[src/verilog/seeb_consts.svh]
// seeb_consts.svh: offsets, field positions, reset values and timing figures
// of the two-wire memory slave; included by every design file that needs them
`ifndef SEEB_CONSTS_SVH
`define SEEB_CONSTS_SVH

// core clock
`define SEEB_CLK_NS          40
`define SEEB_CLK_KHZ         25000

// internal program duration, per variant, in ms
`define SEEB_PROG_MS_STD     10
`define SEEB_PROG_MS_LV      15

// input glitch filter width, in ns
`define SEEB_FILT_NS_STD     100
`define SEEB_FILT_NS_FAST    50

// slave address byte layout
`define SEEB_TYPE_MSB        7
`define SEEB_TYPE_LSB        4
`define SEEB_SEL_MSB         3
`define SEEB_SEL_LSB         1
`define SEEB_RW_BIT          0

// storage organisation
`define SEEB_BYTE_BITS       8
`define SEEB_PAGE_BYTES      16
`define SEEB_PAGES           16
`define SEEB_BYTE_IDX_W      8
`define SEEB_PAGE_IDX_W      4

// bit counter value once a whole byte has passed
`define SEEB_BITS_DONE       4'h8

// idle level of both bus lines
`define SEEB_LINE_IDLE       1'b1

`endif

[src/verilog/seeb_pkg.sv]
// seeb_pkg: types shared by the two-wire memory slave files
// assumes seeb_consts.svh is on the include path
`include "seeb_consts.svh"

package seeb_pkg;

   typedef logic [`SEEB_BYTE_BITS-1:0]  seeb_byte_t;
   typedef logic [`SEEB_BYTE_IDX_W-1:0] seeb_addr_t;

   typedef enum logic [9:0] {
      SEEB_IDLE      = 10'b00_0000_0001,
      SEEB_DEV_ADDR  = 10'b00_0000_0010,
      SEEB_WORD_ADDR = 10'b00_0000_0100,
      SEEB_WR_DATA   = 10'b00_0000_1000,
      SEEB_ACK_OUT   = 10'b00_0001_0000,
      SEEB_RD_DATA   = 10'b00_0010_0000,
      SEEB_RD_ACK    = 10'b00_0100_0000,
      SEEB_WAIT_STOP = 10'b00_1000_0000,
      SEEB_PROG      = 10'b01_0000_0000,
      SEEB_COMMIT    = 10'b10_0000_0000
   } seeb_state_e;

endpackage : seeb_pkg

[src/verilog/seeb_in_filter.sv]
// seeb_in_filter: two-flop synchroniser plus glitch filter per input bit
// assumes inputs are asynchronous pins; output is a filtered level flop
`timescale 1ns/1ns
`default_nettype none

module seeb_in_filter #(
   parameter int unsigned W        = 1,
   parameter int unsigned FILT_CYC = 3
) (
   input  wire logic          core_clk,
   input  wire logic          rst,
   input  wire logic          clk_en,
   input  wire logic [W-1:0]  pin_in,
   output var  logic [W-1:0]  level_q
);

   localparam int unsigned CW = $clog2(FILT_CYC + 1);

   logic [W-1:0]  meta_q;
   logic [W-1:0]  sync_q;
   logic [W-1:0]  level_d;
   logic [CW-1:0] cnt_q [W];
   logic [CW-1:0] cnt_d [W];

   // a level change must persist for FILT_CYC cycles before it is taken
   always_comb
   begin
      level_d = level_q;
      for (int i = 0; i < W; i++)
      begin
         cnt_d[i] = '0;
         if (sync_q[i] != level_q[i])
         begin
            if (cnt_q[i] == CW'(FILT_CYC - 1))
               level_d[i] = sync_q[i];
            else
               cnt_d[i] = cnt_q[i] + CW'(1);
         end
      end
   end

   always_ff @(posedge core_clk)
   begin
      if (rst)
      begin
         meta_q  <= '1;
         sync_q  <= '1;
         level_q <= '1;
         for (int i = 0; i < W; i++)
            cnt_q[i] <= '0;
      end
      else if (clk_en)
      begin
         meta_q  <= pin_in;
         sync_q  <= meta_q;
         level_q <= level_d;
         for (int i = 0; i < W; i++)
            cnt_q[i] <= cnt_d[i];
      end
   end

endmodule : seeb_in_filter

`default_nettype wire

[src/verilog/seeb_mem.sv]
// seeb_mem: byte array with a one-page load buffer committed in one go
// assumes the controller loads bytes of one page, then pulses commit
`timescale 1ns/1ns
`default_nettype none
`include "seeb_consts.svh"

module seeb_mem
   import seeb_pkg::*;
(
   input  wire logic                core_clk,
   input  wire logic                rst,
   input  wire logic                clk_en,
   input  wire logic                buf_we,
   input  wire seeb_pkg::seeb_addr_t buf_addr,
   input  wire seeb_pkg::seeb_byte_t buf_data,
   input  wire logic                commit,
   input  wire seeb_pkg::seeb_addr_t rd_addr,
   output var  seeb_pkg::seeb_byte_t rd_data
);

   localparam int unsigned PW = `SEEB_PAGE_IDX_W;

   // one block of pages x bytes, addressed byte-wise
   seeb_byte_t          mem_q  [`SEEB_PAGES*`SEEB_PAGE_BYTES]; // see RULE_09
   seeb_byte_t          page_q [`SEEB_PAGE_BYTES];
   logic [`SEEB_PAGE_BYTES-1:0] mask_q;
   logic [PW-1:0]       page_sel_q;

   // storage itself is not reset; only the buffer bookkeeping is
   always_ff @(posedge core_clk)
   begin
      if (clk_en)
      begin
         rd_data <= mem_q[rd_addr];
         if (buf_we)
            page_q[buf_addr[PW-1:0]] <= buf_data;
         if (commit)
            for (int i = 0; i < `SEEB_PAGE_BYTES; i++)
               if (mask_q[i])
                  mem_q[{page_sel_q, PW'(i)}] <= page_q[i]; // see RULE_08
      end
   end

   always_ff @(posedge core_clk)
   begin
      if (rst)
      begin
         mask_q     <= '0;
         page_sel_q <= '0;
      end
      else if (clk_en)
      begin
         if (commit)
            mask_q <= '0;
         else if (buf_we)
         begin
            mask_q[buf_addr[PW-1:0]] <= 1'b1;
            page_sel_q <= buf_addr[`SEEB_BYTE_IDX_W-1:PW];
         end
      end
   end

endmodule : seeb_mem

`default_nettype wire

[src/verilog/seeb_slave.sv]
// seeb_slave: two-wire bus slave front end of a 256-byte memory
// assumes a bus master drives the clock line; the data line is open drain
// with an external pull-up; address-select pins are static straps
//
// How it works
// RULE_01: program cycle ends 10 ms (15 low-volt)
// RULE_02: no acknowledge while programming
// RULE_03: data line released while programming
// RULE_04: start opens, stop closes every frame
// RULE_05: receiver acknowledges each received byte
// RULE_06: respond only to matching device-type field
// RULE_07: address bits must match the select pins
// RULE_08: a page is sixteen consecutive bytes
// RULE_09: one block, sixteen pages of sixteen bytes
// RULE_10: no block-select bits inside slave address
// RULE_11: whole bus storage kept within 16384 bits
// RULE_12: pulses shorter than filter width ignored; code passes pulses over 80 ns (40 ns fast): 3 (2) samples 40 ns apart
// RULE_13: last address bit: one read, zero write
// RULE_14: acknowledge every byte after write addressing
// RULE_15: after programming, resume start and address matching
`timescale 1ns/1ns
`default_nettype none
`include "seeb_consts.svh"

module seeb_slave
   import seeb_pkg::*;
#(
   parameter bit          LOW_VOLT  = 1'b0,
   parameter bit          FAST_MODE = 1'b0,
   // device-type code: value is arbitrary
   parameter logic [3:0]  DEV_TYPE  = 4'h6,
   parameter int unsigned PROG_CYCLES =
      (LOW_VOLT ? `SEEB_PROG_MS_LV : `SEEB_PROG_MS_STD) * `SEEB_CLK_KHZ
) (
   input  wire logic  core_clk,
   input  wire logic  rst,
   input  wire logic  clk_en,
   input  wire logic  scl_in,
   input  wire logic  sda_in,
   input  wire logic  address_select_bit0,
   input  wire logic  address_select_bit1,
   input  wire logic  address_select_bit2,
   output var  logic  sda_out,
   output var  logic  sda_oe,
   output var  logic  program_busy,
   output var  logic  selected
);

   import seeb_pkg::*;

   ////////////////////////////////////////////////////////////////////////
   // input filtering

   localparam int unsigned FILT_NS =
      FAST_MODE ? `SEEB_FILT_NS_FAST : `SEEB_FILT_NS_STD;
   // least width rounds up to whole cycles
   localparam int unsigned FILT_CALC =
      (FILT_NS + `SEEB_CLK_NS - 1) / `SEEB_CLK_NS;
   localparam int unsigned FILT_CYC = (FILT_CALC < 1) ? 1 : FILT_CALC;

   logic [4:0] filt_q;
   logic       scl_f;
   logic       sda_f;
   logic [2:0] strap_f;

   seeb_in_filter #(
      .W        (5),
      .FILT_CYC (FILT_CYC)
   ) u_filter (
      .core_clk (core_clk),
      .rst      (rst),
      .clk_en   (clk_en),
      .pin_in   ({address_select_bit2, address_select_bit1,
                  address_select_bit0, scl_in, sda_in}), // see RULE_12
      .level_q  (filt_q)
   );

   assign sda_f   = filt_q[0];
   assign scl_f   = filt_q[1];
   assign strap_f = filt_q[4:2];

   ////////////////////////////////////////////////////////////////////////
   // bus events

   logic scl_prev_q;
   logic sda_prev_q;
   logic scl_rise;
   logic scl_fall;
   logic start_ev;
   logic stop_ev;

   assign scl_rise = scl_f & ~scl_prev_q;
   assign scl_fall = ~scl_f & scl_prev_q;
   assign start_ev = scl_f & scl_prev_q & sda_prev_q & ~sda_f; // see RULE_04
   assign stop_ev  = scl_f & scl_prev_q & ~sda_prev_q & sda_f; // see RULE_04

   ////////////////////////////////////////////////////////////////////////
   // memory

   seeb_byte_t rd_data;
   logic       buf_we;
   logic       commit;
   seeb_addr_t addr_q;
   seeb_addr_t addr_d;
   seeb_byte_t shift_q;
   seeb_byte_t shift_d;

   seeb_mem u_mem (
      .core_clk (core_clk),
      .rst      (rst),
      .clk_en   (clk_en),
      .buf_we   (buf_we),
      .buf_addr (addr_q),
      .buf_data (shift_q),
      .commit   (commit),
      .rd_addr  (addr_q),
      .rd_data  (rd_data)
   );

   ////////////////////////////////////////////////////////////////////////
   // protocol state

   seeb_state_e state_q;
   seeb_state_e state_d;
   seeb_state_e after_ack_q;
   seeb_state_e after_ack_d;
   logic [3:0]  bit_cnt_q;
   logic [3:0]  bit_cnt_d;
   logic        oe_q;
   logic        oe_d;
   logic        wrote_q;
   logic        wrote_d;
   logic        acked_q;
   logic        acked_d;
   logic        sel_q;
   logic        sel_d;
   logic [31:0] prog_cnt_q;
   logic [31:0] prog_cnt_d;
   logic        addr_match;
   logic        byte_done;

   // the whole memory is one block, so no address bit picks a block
   assign addr_match =
      (shift_q[`SEEB_TYPE_MSB:`SEEB_TYPE_LSB] == DEV_TYPE) &&   // see RULE_06
      (shift_q[`SEEB_SEL_MSB:`SEEB_SEL_LSB] == strap_f);        // see RULE_07
                                                                 // see RULE_10
   assign byte_done = scl_fall && (bit_cnt_q == `SEEB_BITS_DONE);

   // page write wraps inside the current page
   function automatic seeb_addr_t page_next(input seeb_addr_t a);
      page_next = {a[7:4], a[3:0] + 4'h1};
   endfunction : page_next

   always_comb
   begin
      state_d     = state_q;
      after_ack_d = after_ack_q;
      bit_cnt_d   = bit_cnt_q;
      shift_d     = shift_q;
      addr_d      = addr_q;
      oe_d        = oe_q;
      wrote_d     = wrote_q;
      acked_d     = acked_q;
      sel_d       = sel_q;
      prog_cnt_d  = prog_cnt_q;
      buf_we      = 1'b0;
      commit      = 1'b0;

      // receive shift for every incoming byte
      if (scl_rise && bit_cnt_q != `SEEB_BITS_DONE &&
          (state_q == SEEB_DEV_ADDR || state_q == SEEB_WORD_ADDR ||
           state_q == SEEB_WR_DATA))
      begin
         shift_d   = {shift_q[6:0], sda_f};
         bit_cnt_d = bit_cnt_q + 4'h1;
      end

      case (state_q)
         SEEB_IDLE, SEEB_WAIT_STOP:
            oe_d = 1'b0;
         SEEB_DEV_ADDR:
            if (byte_done)
            begin
               bit_cnt_d = '0;
               if (addr_match)
               begin
                  oe_d  = 1'b1;                              // see RULE_05
                  sel_d = 1'b1;
                  if (shift_q[`SEEB_RW_BIT])                 // see RULE_13
                     after_ack_d = SEEB_RD_DATA;
                  else
                     after_ack_d = SEEB_WORD_ADDR;
                  state_d = SEEB_ACK_OUT;
               end
               else
                  state_d = SEEB_WAIT_STOP;
            end
         SEEB_WORD_ADDR:
            if (byte_done)
            begin
               bit_cnt_d   = '0;
               addr_d      = shift_q;
               oe_d        = 1'b1;                           // see RULE_14
               after_ack_d = SEEB_WR_DATA;
               state_d     = SEEB_ACK_OUT;
            end
         SEEB_WR_DATA:
            if (byte_done)
            begin
               bit_cnt_d   = '0;
               buf_we      = 1'b1;                           // see RULE_08
               addr_d      = page_next(addr_q);
               wrote_d     = 1'b1;
               oe_d        = 1'b1;                           // see RULE_14
               after_ack_d = SEEB_WR_DATA;
               state_d     = SEEB_ACK_OUT;
            end
         SEEB_ACK_OUT:
            if (scl_fall)
            begin
               state_d = after_ack_q;
               oe_d    = 1'b0;
               if (after_ack_q == SEEB_RD_DATA)
               begin
                  // first data bit goes out on the same falling edge
                  shift_d   = rd_data;
                  addr_d    = addr_q + 8'h01;
                  oe_d      = ~rd_data[7];
                  bit_cnt_d = 4'h1;
               end
            end
         SEEB_RD_DATA:
            if (scl_fall)
            begin
               if (bit_cnt_q == `SEEB_BITS_DONE)
               begin
                  oe_d    = 1'b0;
                  state_d = SEEB_RD_ACK;
               end
               else
               begin
                  shift_d   = {shift_q[6:0], 1'b0};
                  oe_d      = ~shift_q[6];
                  bit_cnt_d = bit_cnt_q + 4'h1;
               end
            end
         SEEB_RD_ACK:
         begin
            // the master acknowledges what the device sent
            if (scl_rise)
               acked_d = ~sda_f;                             // see RULE_05
            if (scl_fall)
            begin
               if (acked_q)
               begin
                  // next byte leaves on the ack slot's own falling edge
                  addr_d      = addr_q + 8'h01;
                  state_d     = SEEB_RD_DATA;
                  shift_d     = rd_data;
                  oe_d        = ~rd_data[7];
                  bit_cnt_d   = 4'h1;
               end
               else
                  state_d = SEEB_WAIT_STOP;
            end
         end
         SEEB_PROG:
         begin
            oe_d = 1'b0;                                     // see RULE_03
            if (prog_cnt_q == 32'(PROG_CYCLES - 1))          // see RULE_01
               state_d = SEEB_COMMIT;
            else
               prog_cnt_d = prog_cnt_q + 32'h1;
         end
         SEEB_COMMIT:
         begin
            commit  = 1'b1;
            wrote_d = 1'b0;
            state_d = SEEB_IDLE;                             // see RULE_15
         end
         default:
         begin
            state_d = SEEB_IDLE;
            oe_d    = 1'b0;
         end
      endcase

      // frame boundaries override the byte logic, except while programming
      if (state_q != SEEB_PROG && state_q != SEEB_COMMIT)   // see RULE_02
      begin
         if (start_ev)
         begin
            state_d   = SEEB_DEV_ADDR;                       // see RULE_04
            bit_cnt_d = '0;
            oe_d      = 1'b0;
            sel_d     = 1'b0;
         end
         else if (stop_ev)
         begin
            oe_d  = 1'b0;
            sel_d = 1'b0;
            if (wrote_q || (state_q == SEEB_WR_DATA && buf_we))
            begin
               state_d    = SEEB_PROG;                       // see RULE_01
               prog_cnt_d = '0;
            end
            else
               state_d = SEEB_IDLE;
         end
      end
   end

   always_ff @(posedge core_clk)
   begin
      if (rst)
      begin
         state_q      <= SEEB_IDLE;
         after_ack_q  <= SEEB_IDLE;
         bit_cnt_q    <= '0;
         shift_q      <= '0;
         addr_q       <= '0;
         oe_q         <= 1'b0;
         wrote_q      <= 1'b0;
         acked_q      <= 1'b0;
         sel_q        <= 1'b0;
         prog_cnt_q   <= '0;
         scl_prev_q   <= `SEEB_LINE_IDLE;
         sda_prev_q   <= `SEEB_LINE_IDLE;
         sda_oe       <= 1'b0;
         sda_out      <= 1'b0;
         program_busy <= 1'b0;
         selected     <= 1'b0;
      end
      else if (clk_en)
      begin
         state_q      <= state_d;
         after_ack_q  <= after_ack_d;
         bit_cnt_q    <= bit_cnt_d;
         shift_q      <= shift_d;
         addr_q       <= addr_d;
         oe_q         <= oe_d;
         wrote_q      <= wrote_d;
         acked_q      <= acked_d;
         sel_q        <= sel_d;
         prog_cnt_q   <= prog_cnt_d;
         scl_prev_q   <= scl_f;
         sda_prev_q   <= sda_f;
         // open drain: only ever pulls low
         sda_oe       <= oe_d;
         sda_out      <= 1'b0;
         program_busy <= (state_d == SEEB_PROG) || (state_d == SEEB_COMMIT);
         selected     <= sel_d;
      end
   end

endmodule : seeb_slave

`default_nettype wire

[config.mk]
export PLATFORM = sky130hd
export DESIGN_NAME = seeb_slave
export DESIGN_NICKNAME = d
export VERILOG_FILES = /design/src/verilog/seeb_pkg.sv /design/src/verilog/seeb_in_filter.sv /design/src/verilog/seeb_mem.sv /design/src/verilog/seeb_slave.sv
export VERILOG_INCLUDE_DIRS = /design/src /design/src/verilog
export SDC_FILE = /design/constraint.sdc
export NUM_CORES = 2
export LEC_CHECK = 0
export BUFFER_PORTS_ARGS = -buffer_cell sky130_fd_sc_hd__buf_2
export CAP_MARGIN = 10
export CORE_MARGIN = 10
export CORE_UTILIZATION = 44
export DETAILED_ROUTE_END_ITERATION = 10
export PLACE_DENSITY = 0.6
export SYNTH_ARGS = -nofsm -noshare
export SYNTH_HDL_FRONTEND = slang
export SYNTH_SLANG_ARGS = --single-unit
[constraint.sdc]
create_clock -name core_clk -period 8.7 [get_ports core_clk]
set_clock_uncertainty 0.1 [all_clocks]
set_input_delay 0.87 -clock core_clk [delete_from_list [all_inputs] [get_ports core_clk]]
set_output_delay 0.87 -clock core_clk [all_outputs]
set_load 0.005 [all_outputs]
* Yosys cells after proc, flatten, opt, wreduce, memory -nomap -nowiden *
Memory sizes are Yosys's and may differ from the RTL's. A register that Yosys moved wholly into a read port is not among the register bits.
Cells that the tools add are included.

cells by class
  reductions and logical operators = 31
  equal/unequal tests = 39
  order comparisons = 2
  add/subtract/negate cells = 9
  bitwise gates (word level) = 21
  muxes and demuxes = 166

operators with widths
  kind                     count
  $mux W32                 6
  $mux W10                 13
  $mux W8                  14
  $mux W1                  95
  $pmux W10 S7             1
  $mux W4                  11
  $add A32 B1 Y32 const B  1
  $eq A32 B18 Y1 const B   1
  $mux W16                 2
  $pmux W8 S4              1
  $mux W2                  15
  $pmux W8 S3              1
  $reduce_and A3 Y1        8
  $eq A10 B10 Y1 const B   2
  $eq A10 B6 Y1 const B    2
  $eq A10 B9 Y1 const B    2
  $pmux W10 S2             1
  $ne A2 B2 Y1 const B     8
  $or A16 B16 Y16          1
  $pmux W4 S4              1
  $reduce_and A8 Y1        2
  $add A2 B1 Y2 const B    5
  $eq A10 B1 Y1 const B    1
  $eq A10 B2 Y1 const B    1
  35 further kinds         73

storage, ports and cells
  memories kept = 3
  bits of input ports = 8
  bits in writable memories = 2186
  output and inout bits = 4
  register bits = 114

memories
  memory          words  width  read ports  clocked after Yosys merged registers in  wr ports  line                  source
  u_mem.mem_q     256    8      1           1                                        16        seeb_mem.sv:24        seeb_byte_t mem_q [`SEEB_PAGES*`SEEB_PAGE_BYTES];
  u_mem.page_q    16     8      16          0                                        1         seeb_mem.sv:25        seeb_byte_t page_q [`SEEB_PAGE_BYTES];
  u_filter.cnt_q  5      2      5           0                                        5         seeb_in_filter.sv:22  logic [CW-1:0] cnt_q [W];

* Depth between registers and ports, before layout *
  word-level depth = 13
  depth in mapped cells = 13
  mapped depth without buffers = 9

* Modules after synthesis *
A second synthesis with hierarchy kept.

unflattened totals
  cells, all modules = 4594
  area, all modules = 89724.8 µm²

modules (own cells, without submodules)
  module          area an instance (µm²)  instances  cells each
  seeb_mem        84302.1                 1          3952
  seeb_slave      4355.4                  1          554
  seeb_in_filter  1067.3                  1          88

* Worst setup path before layout *
No wires, ideal clock.

  kind = register to register
  start point = reg state_q[2]
  end point = mem u_mem.mem_q[250][0] in the netlist's numbering (enable)
  buffers on the path = 4
  slack = 5981 ps
  data arrival time = 2248 ps
  setup time = 370 ps
  stages on the path, launching flop included = 11
  required time = 8230 ps
  path through = dfxtp_1 -> clkbuf_2 -> nor3_2 -> nand3_1 -> nor3b_2 -> and2_1 -> clkbuf_1 -> buf_4 -> nand2_2 -> buf_2 -> nor2_1

RTL lines
  item                    line               source
  from (decl)             seeb_slave.sv:123  seeb_state_e state_q;
  from (signal assigned)  seeb_slave.sv:336  state_q <= state_d;
  to (decl)               seeb_mem.sv:24

==> flow_summary.rst <==
.. list-table::
   :header-rows: 1

   * - Metric
     - Value
   * - Fraction of power spent switching nets
     - 20.40%
   * - Total track usage
     - 31.10%
   * - Post-detailed-route DRC marker count
     - 0
   * - Hold-critical path endpoint
     - u_filter.meta_q[0]
   * - Via count of the first global-routing pass
     - 48,140
   * - Final-report hold violation count
     - 0
   * - Synthesized area per cell
     - 19.20 um^2
   * - Startpoint type of the worst setup path
     - flip-flop
   * - Yosys reg bits
     - 2,302
   * - Result of the run
     - completed
   * - Number of buffers inserted during clock tree synthesis
     - 229
   * - Input/output buffers
     - 10
   * - End of the worst register-to-register path
     - u_mem.rd_data[4]
   * - Final count of pins violating max slew
     - 0
   * - Average wire per cell in the routed design
     - 46.18 um
   * - Filler instances
     - 16,510
   * - Number of hold buffers added after CTS
     - 0
   * - # clock sinks
     - 2,302
   * - Count of cells resized by post-cts repair
     - 0
   * - First drt pass iteration count
     - 8
   * - Post-synth top cells
     - 2,194 x edfxtp_1, 421 x mux4_2, 375 x nor2_1, 251 x mux2i_1, 142 x nand2_1
   * - Number of enable-type register cells in the synthesized netlist
     - 2,194
   * - Row Count
     - 165
   * - Setup WS post-layout
     - 3.563 ns
   * - Die outline width
     - 471.9 um
   * - Area grow syn2layout
     - 11.52%
   * - Power per Cell Area
     - 215.7 nW/um^2
   * - Count of final setup violators
     - 0
   * - Critical R2R Launch
     - addr_q[0]
   * - Transition time of the tightest slew-check pin
     - 1.381 ns
   * - Worst-case setup slack after placement
     - 3.678 ns
   * - Endpoint type of the worst setup path
     - flip-flop
   * - Total Wirelength
     - 354,800 um
   * - Delay-heaviest family, CP
     - compound AO/OA/AOI/OAI gates
   * - Critical path fanouts, max
     - 85
   * - Yosys warns
     - 0
   * - Critical path start-end classification
     - flip-flop to flip-flop
   * - Peak supply drop
     - 0.2147 mV
   * - Combinational share of power
     - 0.4%
   * - DRT iter0 DRCs
     - 9,789
   * - Largest net degree at the start of global routing
     - 111
   * - Share of synthesized registers carrying an async set or reset
     - 0%
   * - Worst endpoint data arrival time
     - 5.63 ns
   * - Main flop type after synthesis
     - edfxtp_1
   * - Final layout net count
     - 4,816
   * - Power Internal
     - 17,210 uW
   * - Register share of total power
     - 55.4%
   * - Die Area
     - 222,700 um^2
   * - Post-CTS setup-driven buffer insertion count
     - 0
   * - Worst Path Buf+Inv
     - 2
   * - Layout cells sized above 1
     - 19.59%
   * - R2R Setup Slk
     - 3.56 ns
   * - Final Critical Period
     - 5.137 ns
   * - Initial antenna violation count
     - 53
   * - Peak Freq
     - 0.1947 GHz
   * - Maximum capacitance violations
     - 0
   * - CTS tree
     - yes
   * - Fraction of synthesized cell area taken by the top area cell type
     - 73.31%
   * - # placed instances
     - 7,236
   * - Cell leakage power
     - 0.03033 uW
   * - Share of total power in the clock network
     - 44.3%
   * - Core area
     - 202,700 um^2
   * - Peak per-stage delay on the critical path
     - 0.82 ns
   * - Net count after synthesis
     - 4,700
   * - Clock-pin slew on the worst setup and hold paths
     - 0.07 ns
   * - Clock insertion delay at the later pin of the skew report
     - 0.96 ns
   * - Final clock period utilization by the worst path
     - 59.05%
   * - Final design area excluding fillers
     - 100,200 um^2
   * - Synthesized instance count
     - 4,680
   * - Cell with the biggest individual delay on the critical path
     - a211oi_1
   * - Total number of H-tree levels
     - 4
   * - Wire length of the first global-routing pass
     - 464,800 um
   * - Count of different cell masters after synthesis
     - 92
   * - Min-Delay Path Class
     - input port to flip-flop
   * - Remaining antenna violation count
     - 0
   * - Number of cells traversed by the worst hold path
     - 3
   * - Power after layout
     - 21,620 uW
   * - Seq/Total Area, Yosys
     - 75.72%
   * - Data required time at the worst endpoint
     - 9.19 ns
   * - Max Buffers Root-to-Sink
     - 3
   * - Non-filler instance count after layout
     - 7,684
   * - Post-Syn Area
     - 89,860 um^2
   * - Cell chain of the critical path
     - buf_4 > buf_12 > or3_1 > o221ai_1 > a211oi_1 > a31oi_1 > a21oi_1 > a21boi_0 > o22ai_1
   * - Hold path start
     - sda_in
   * - Die Y
     - 471.9 um
   * - GPL Wtd Cong
     - 1.057
   * - Half-perimeter wire length after detailed placement
     - 236,100 um
   * - Library cell with the largest summed area after synthesis
     - edfxtp_1
   * - RSZ-0062 raised after global routing
     - no
   * - Main area contributors after synthesis
     - edfxtp_1 73%, mux4_2 11%, mux2i_1 2.8%, dfxtp_1 2.4%, nor2_1 1.6%
   * - R2R depth
     - 9
   * - Relative max-transition margin
     - 5.313%
   * - P_sw
     - 4410 uW
   * - Via count normalized by instance count
     - 6.785
   * - Most instantiated library cell after synthesis
     - edfxtp_1
   * - Total vias in the final route
     - 52,140
   * - Total congestion overflow
     - 0
   * - Top-level I/O count
     - 12
   * - Post-DP Area
     - 92,990 um^2
   * - Clock root buffer
     - clkbuf_16
   * - Post-Route Setup TNS
     - 0 ns
   * - Effective utilization at floorplan
     - 44.33%
-- final cells by class --
type,instances,area [um^2],area share (%)
Antenna cell,25,62.56,0.06243
Clock buffer,292,5997,5.984
Clock inverter,130,1152,1.150
Inverter,26,97.59,0.09739
Multi-Input combinational cell,2079,20240,20.20
Sequential cell,2302,68070,67.92
Tap cell,2672,3343,3.336
Timing Repair Buffer,158,1252,1.250
-- state kept, by name (all words and copies together) (netlist names), 10 cells and up --
| name | count |
|---|---|
| u_mem.page_q | 128 |
| prog_cnt_q | 32 |
| u_mem.mem_q | 2048 |
| u_mem.mask_q | 16 |
| state_q | 10 |
| u_filter.cnt_q | 10 |
-- power groups by stage --
stage / registers (uW) / clock network (uW) / logic (uW)
4_1_cts: 12000 / 9600 / 81.5
3_3_place_gp: 12200 / 0 / 80.5
5_1_grt: 12000 / 10000 / 87.8
6_report: 12000 / 9570 / 82.5
3_5_place_dp: 12200 / 0 / 81.4
2_1_floorplan: 12200 / 0 / 48.2
-- worst reg2reg max path, stage by stage (launching register included) --
cell and delay (ns):
dfxtp_4 0.76, buf_4 0.53, buf_12 0.53, or3_1 0.87
o221ai_1 0.43, a211oi_1 0.82, a31oi_1 0.08, a21oi_1 0.25
a21boi_0 0.31, o22ai_1 0.13
-- worst max path at each step --
stage / start / to / slack [ns] / depth (start not counted)
2_1_floorplan: state_q[2] / u_mem.mem_q[250][0] / 5.98 / 10
3_5_place_dp: addr_q[0] / u_mem.rd_data[4] / 3.68 / 9
4_1_cts: addr_q[0] / u_mem.rd_data[4] / 3.65 / 9
3_3_place_gp: addr_q[0] / u_mem.rd_data[4] / 3.62 / 9
5_1_grt: addr_q[0] / u_mem.rd_data[4] / 3.53 / 9
6_report: addr_q[0] / u_mem.rd_data[4] / 3.56 / 9
-- routing by layer --
layer,vias to the layer above,GRT usage [%],share of wire [%]
met5,-,0,0.026
met2,4374,43.68,42
met1,27630,42.71,37
met3,715,10.47,14
met4,16,16.82,6.5
li1,19410,-,-
-- per-stage QoR --
step,utilization [%],hold slack (ns)
2_1_floorplan,-,0.3345
3_3_place_gp,45.86,0.3282
3_5_place_dp,45.87,0.3336
4_1_cts,49.39,0.03236
5_1_grt,49.40,0.05294
6_report,49.43,0.07026
-- cells by family after synthesis --
| group | after synthesis | synth area share, % |
|---|---|---|
| buffers and inverters | 299 | 1.835 |
| AO/OA/AOI/OAI | 579 | 4.396 |
| multiplexers | 688 | 13.55 |
| other | 1 | 0.004173 |
| XOR/XNOR | 31 | 0.3021 |
| adder cells (fa/ha/maj) | 12 | 0.1671 |
| flip-flops | 2302 | 75.72 |
| AND/OR/NAND/NOR | 768 | 4.028 |
-- placed cells by master, fill, tap and decap left out, types with 12 or more instances in the layout --
cell / count
nand2_2: 14
clkinv_1: 55
o221ai_1: 27
and2_1: 16
nor3_1: 22
diode_2: 25
and4_1: 12
buf_4: 139
clkbuf_1: 60
a221oi_1: 12
a22oi_1: 79
inv_1: 23
nor4_1: 26
ha_1: 12
clkinv_2: 44
a211oi_1: 59
nand3_1: 43
o21ai_0: 83
nor2b_1: 14
a22o_1: 23
nand4_1: 20
xnor2_1: 21
bufinv_16: 12
nor2_1: 373
mux2_2: 16
o22ai_1: 69
a2111oi_0: 16
mux4_2: 421
mux2i_1: 251
clkbuf_16: 229
nand2_1: 138
dfxtp_1: 99
a21oi_1: 100
edfxtp_1: 2194
a31oi_1: 26
and3_1: 16
Power figures use the tool's default switching activity.
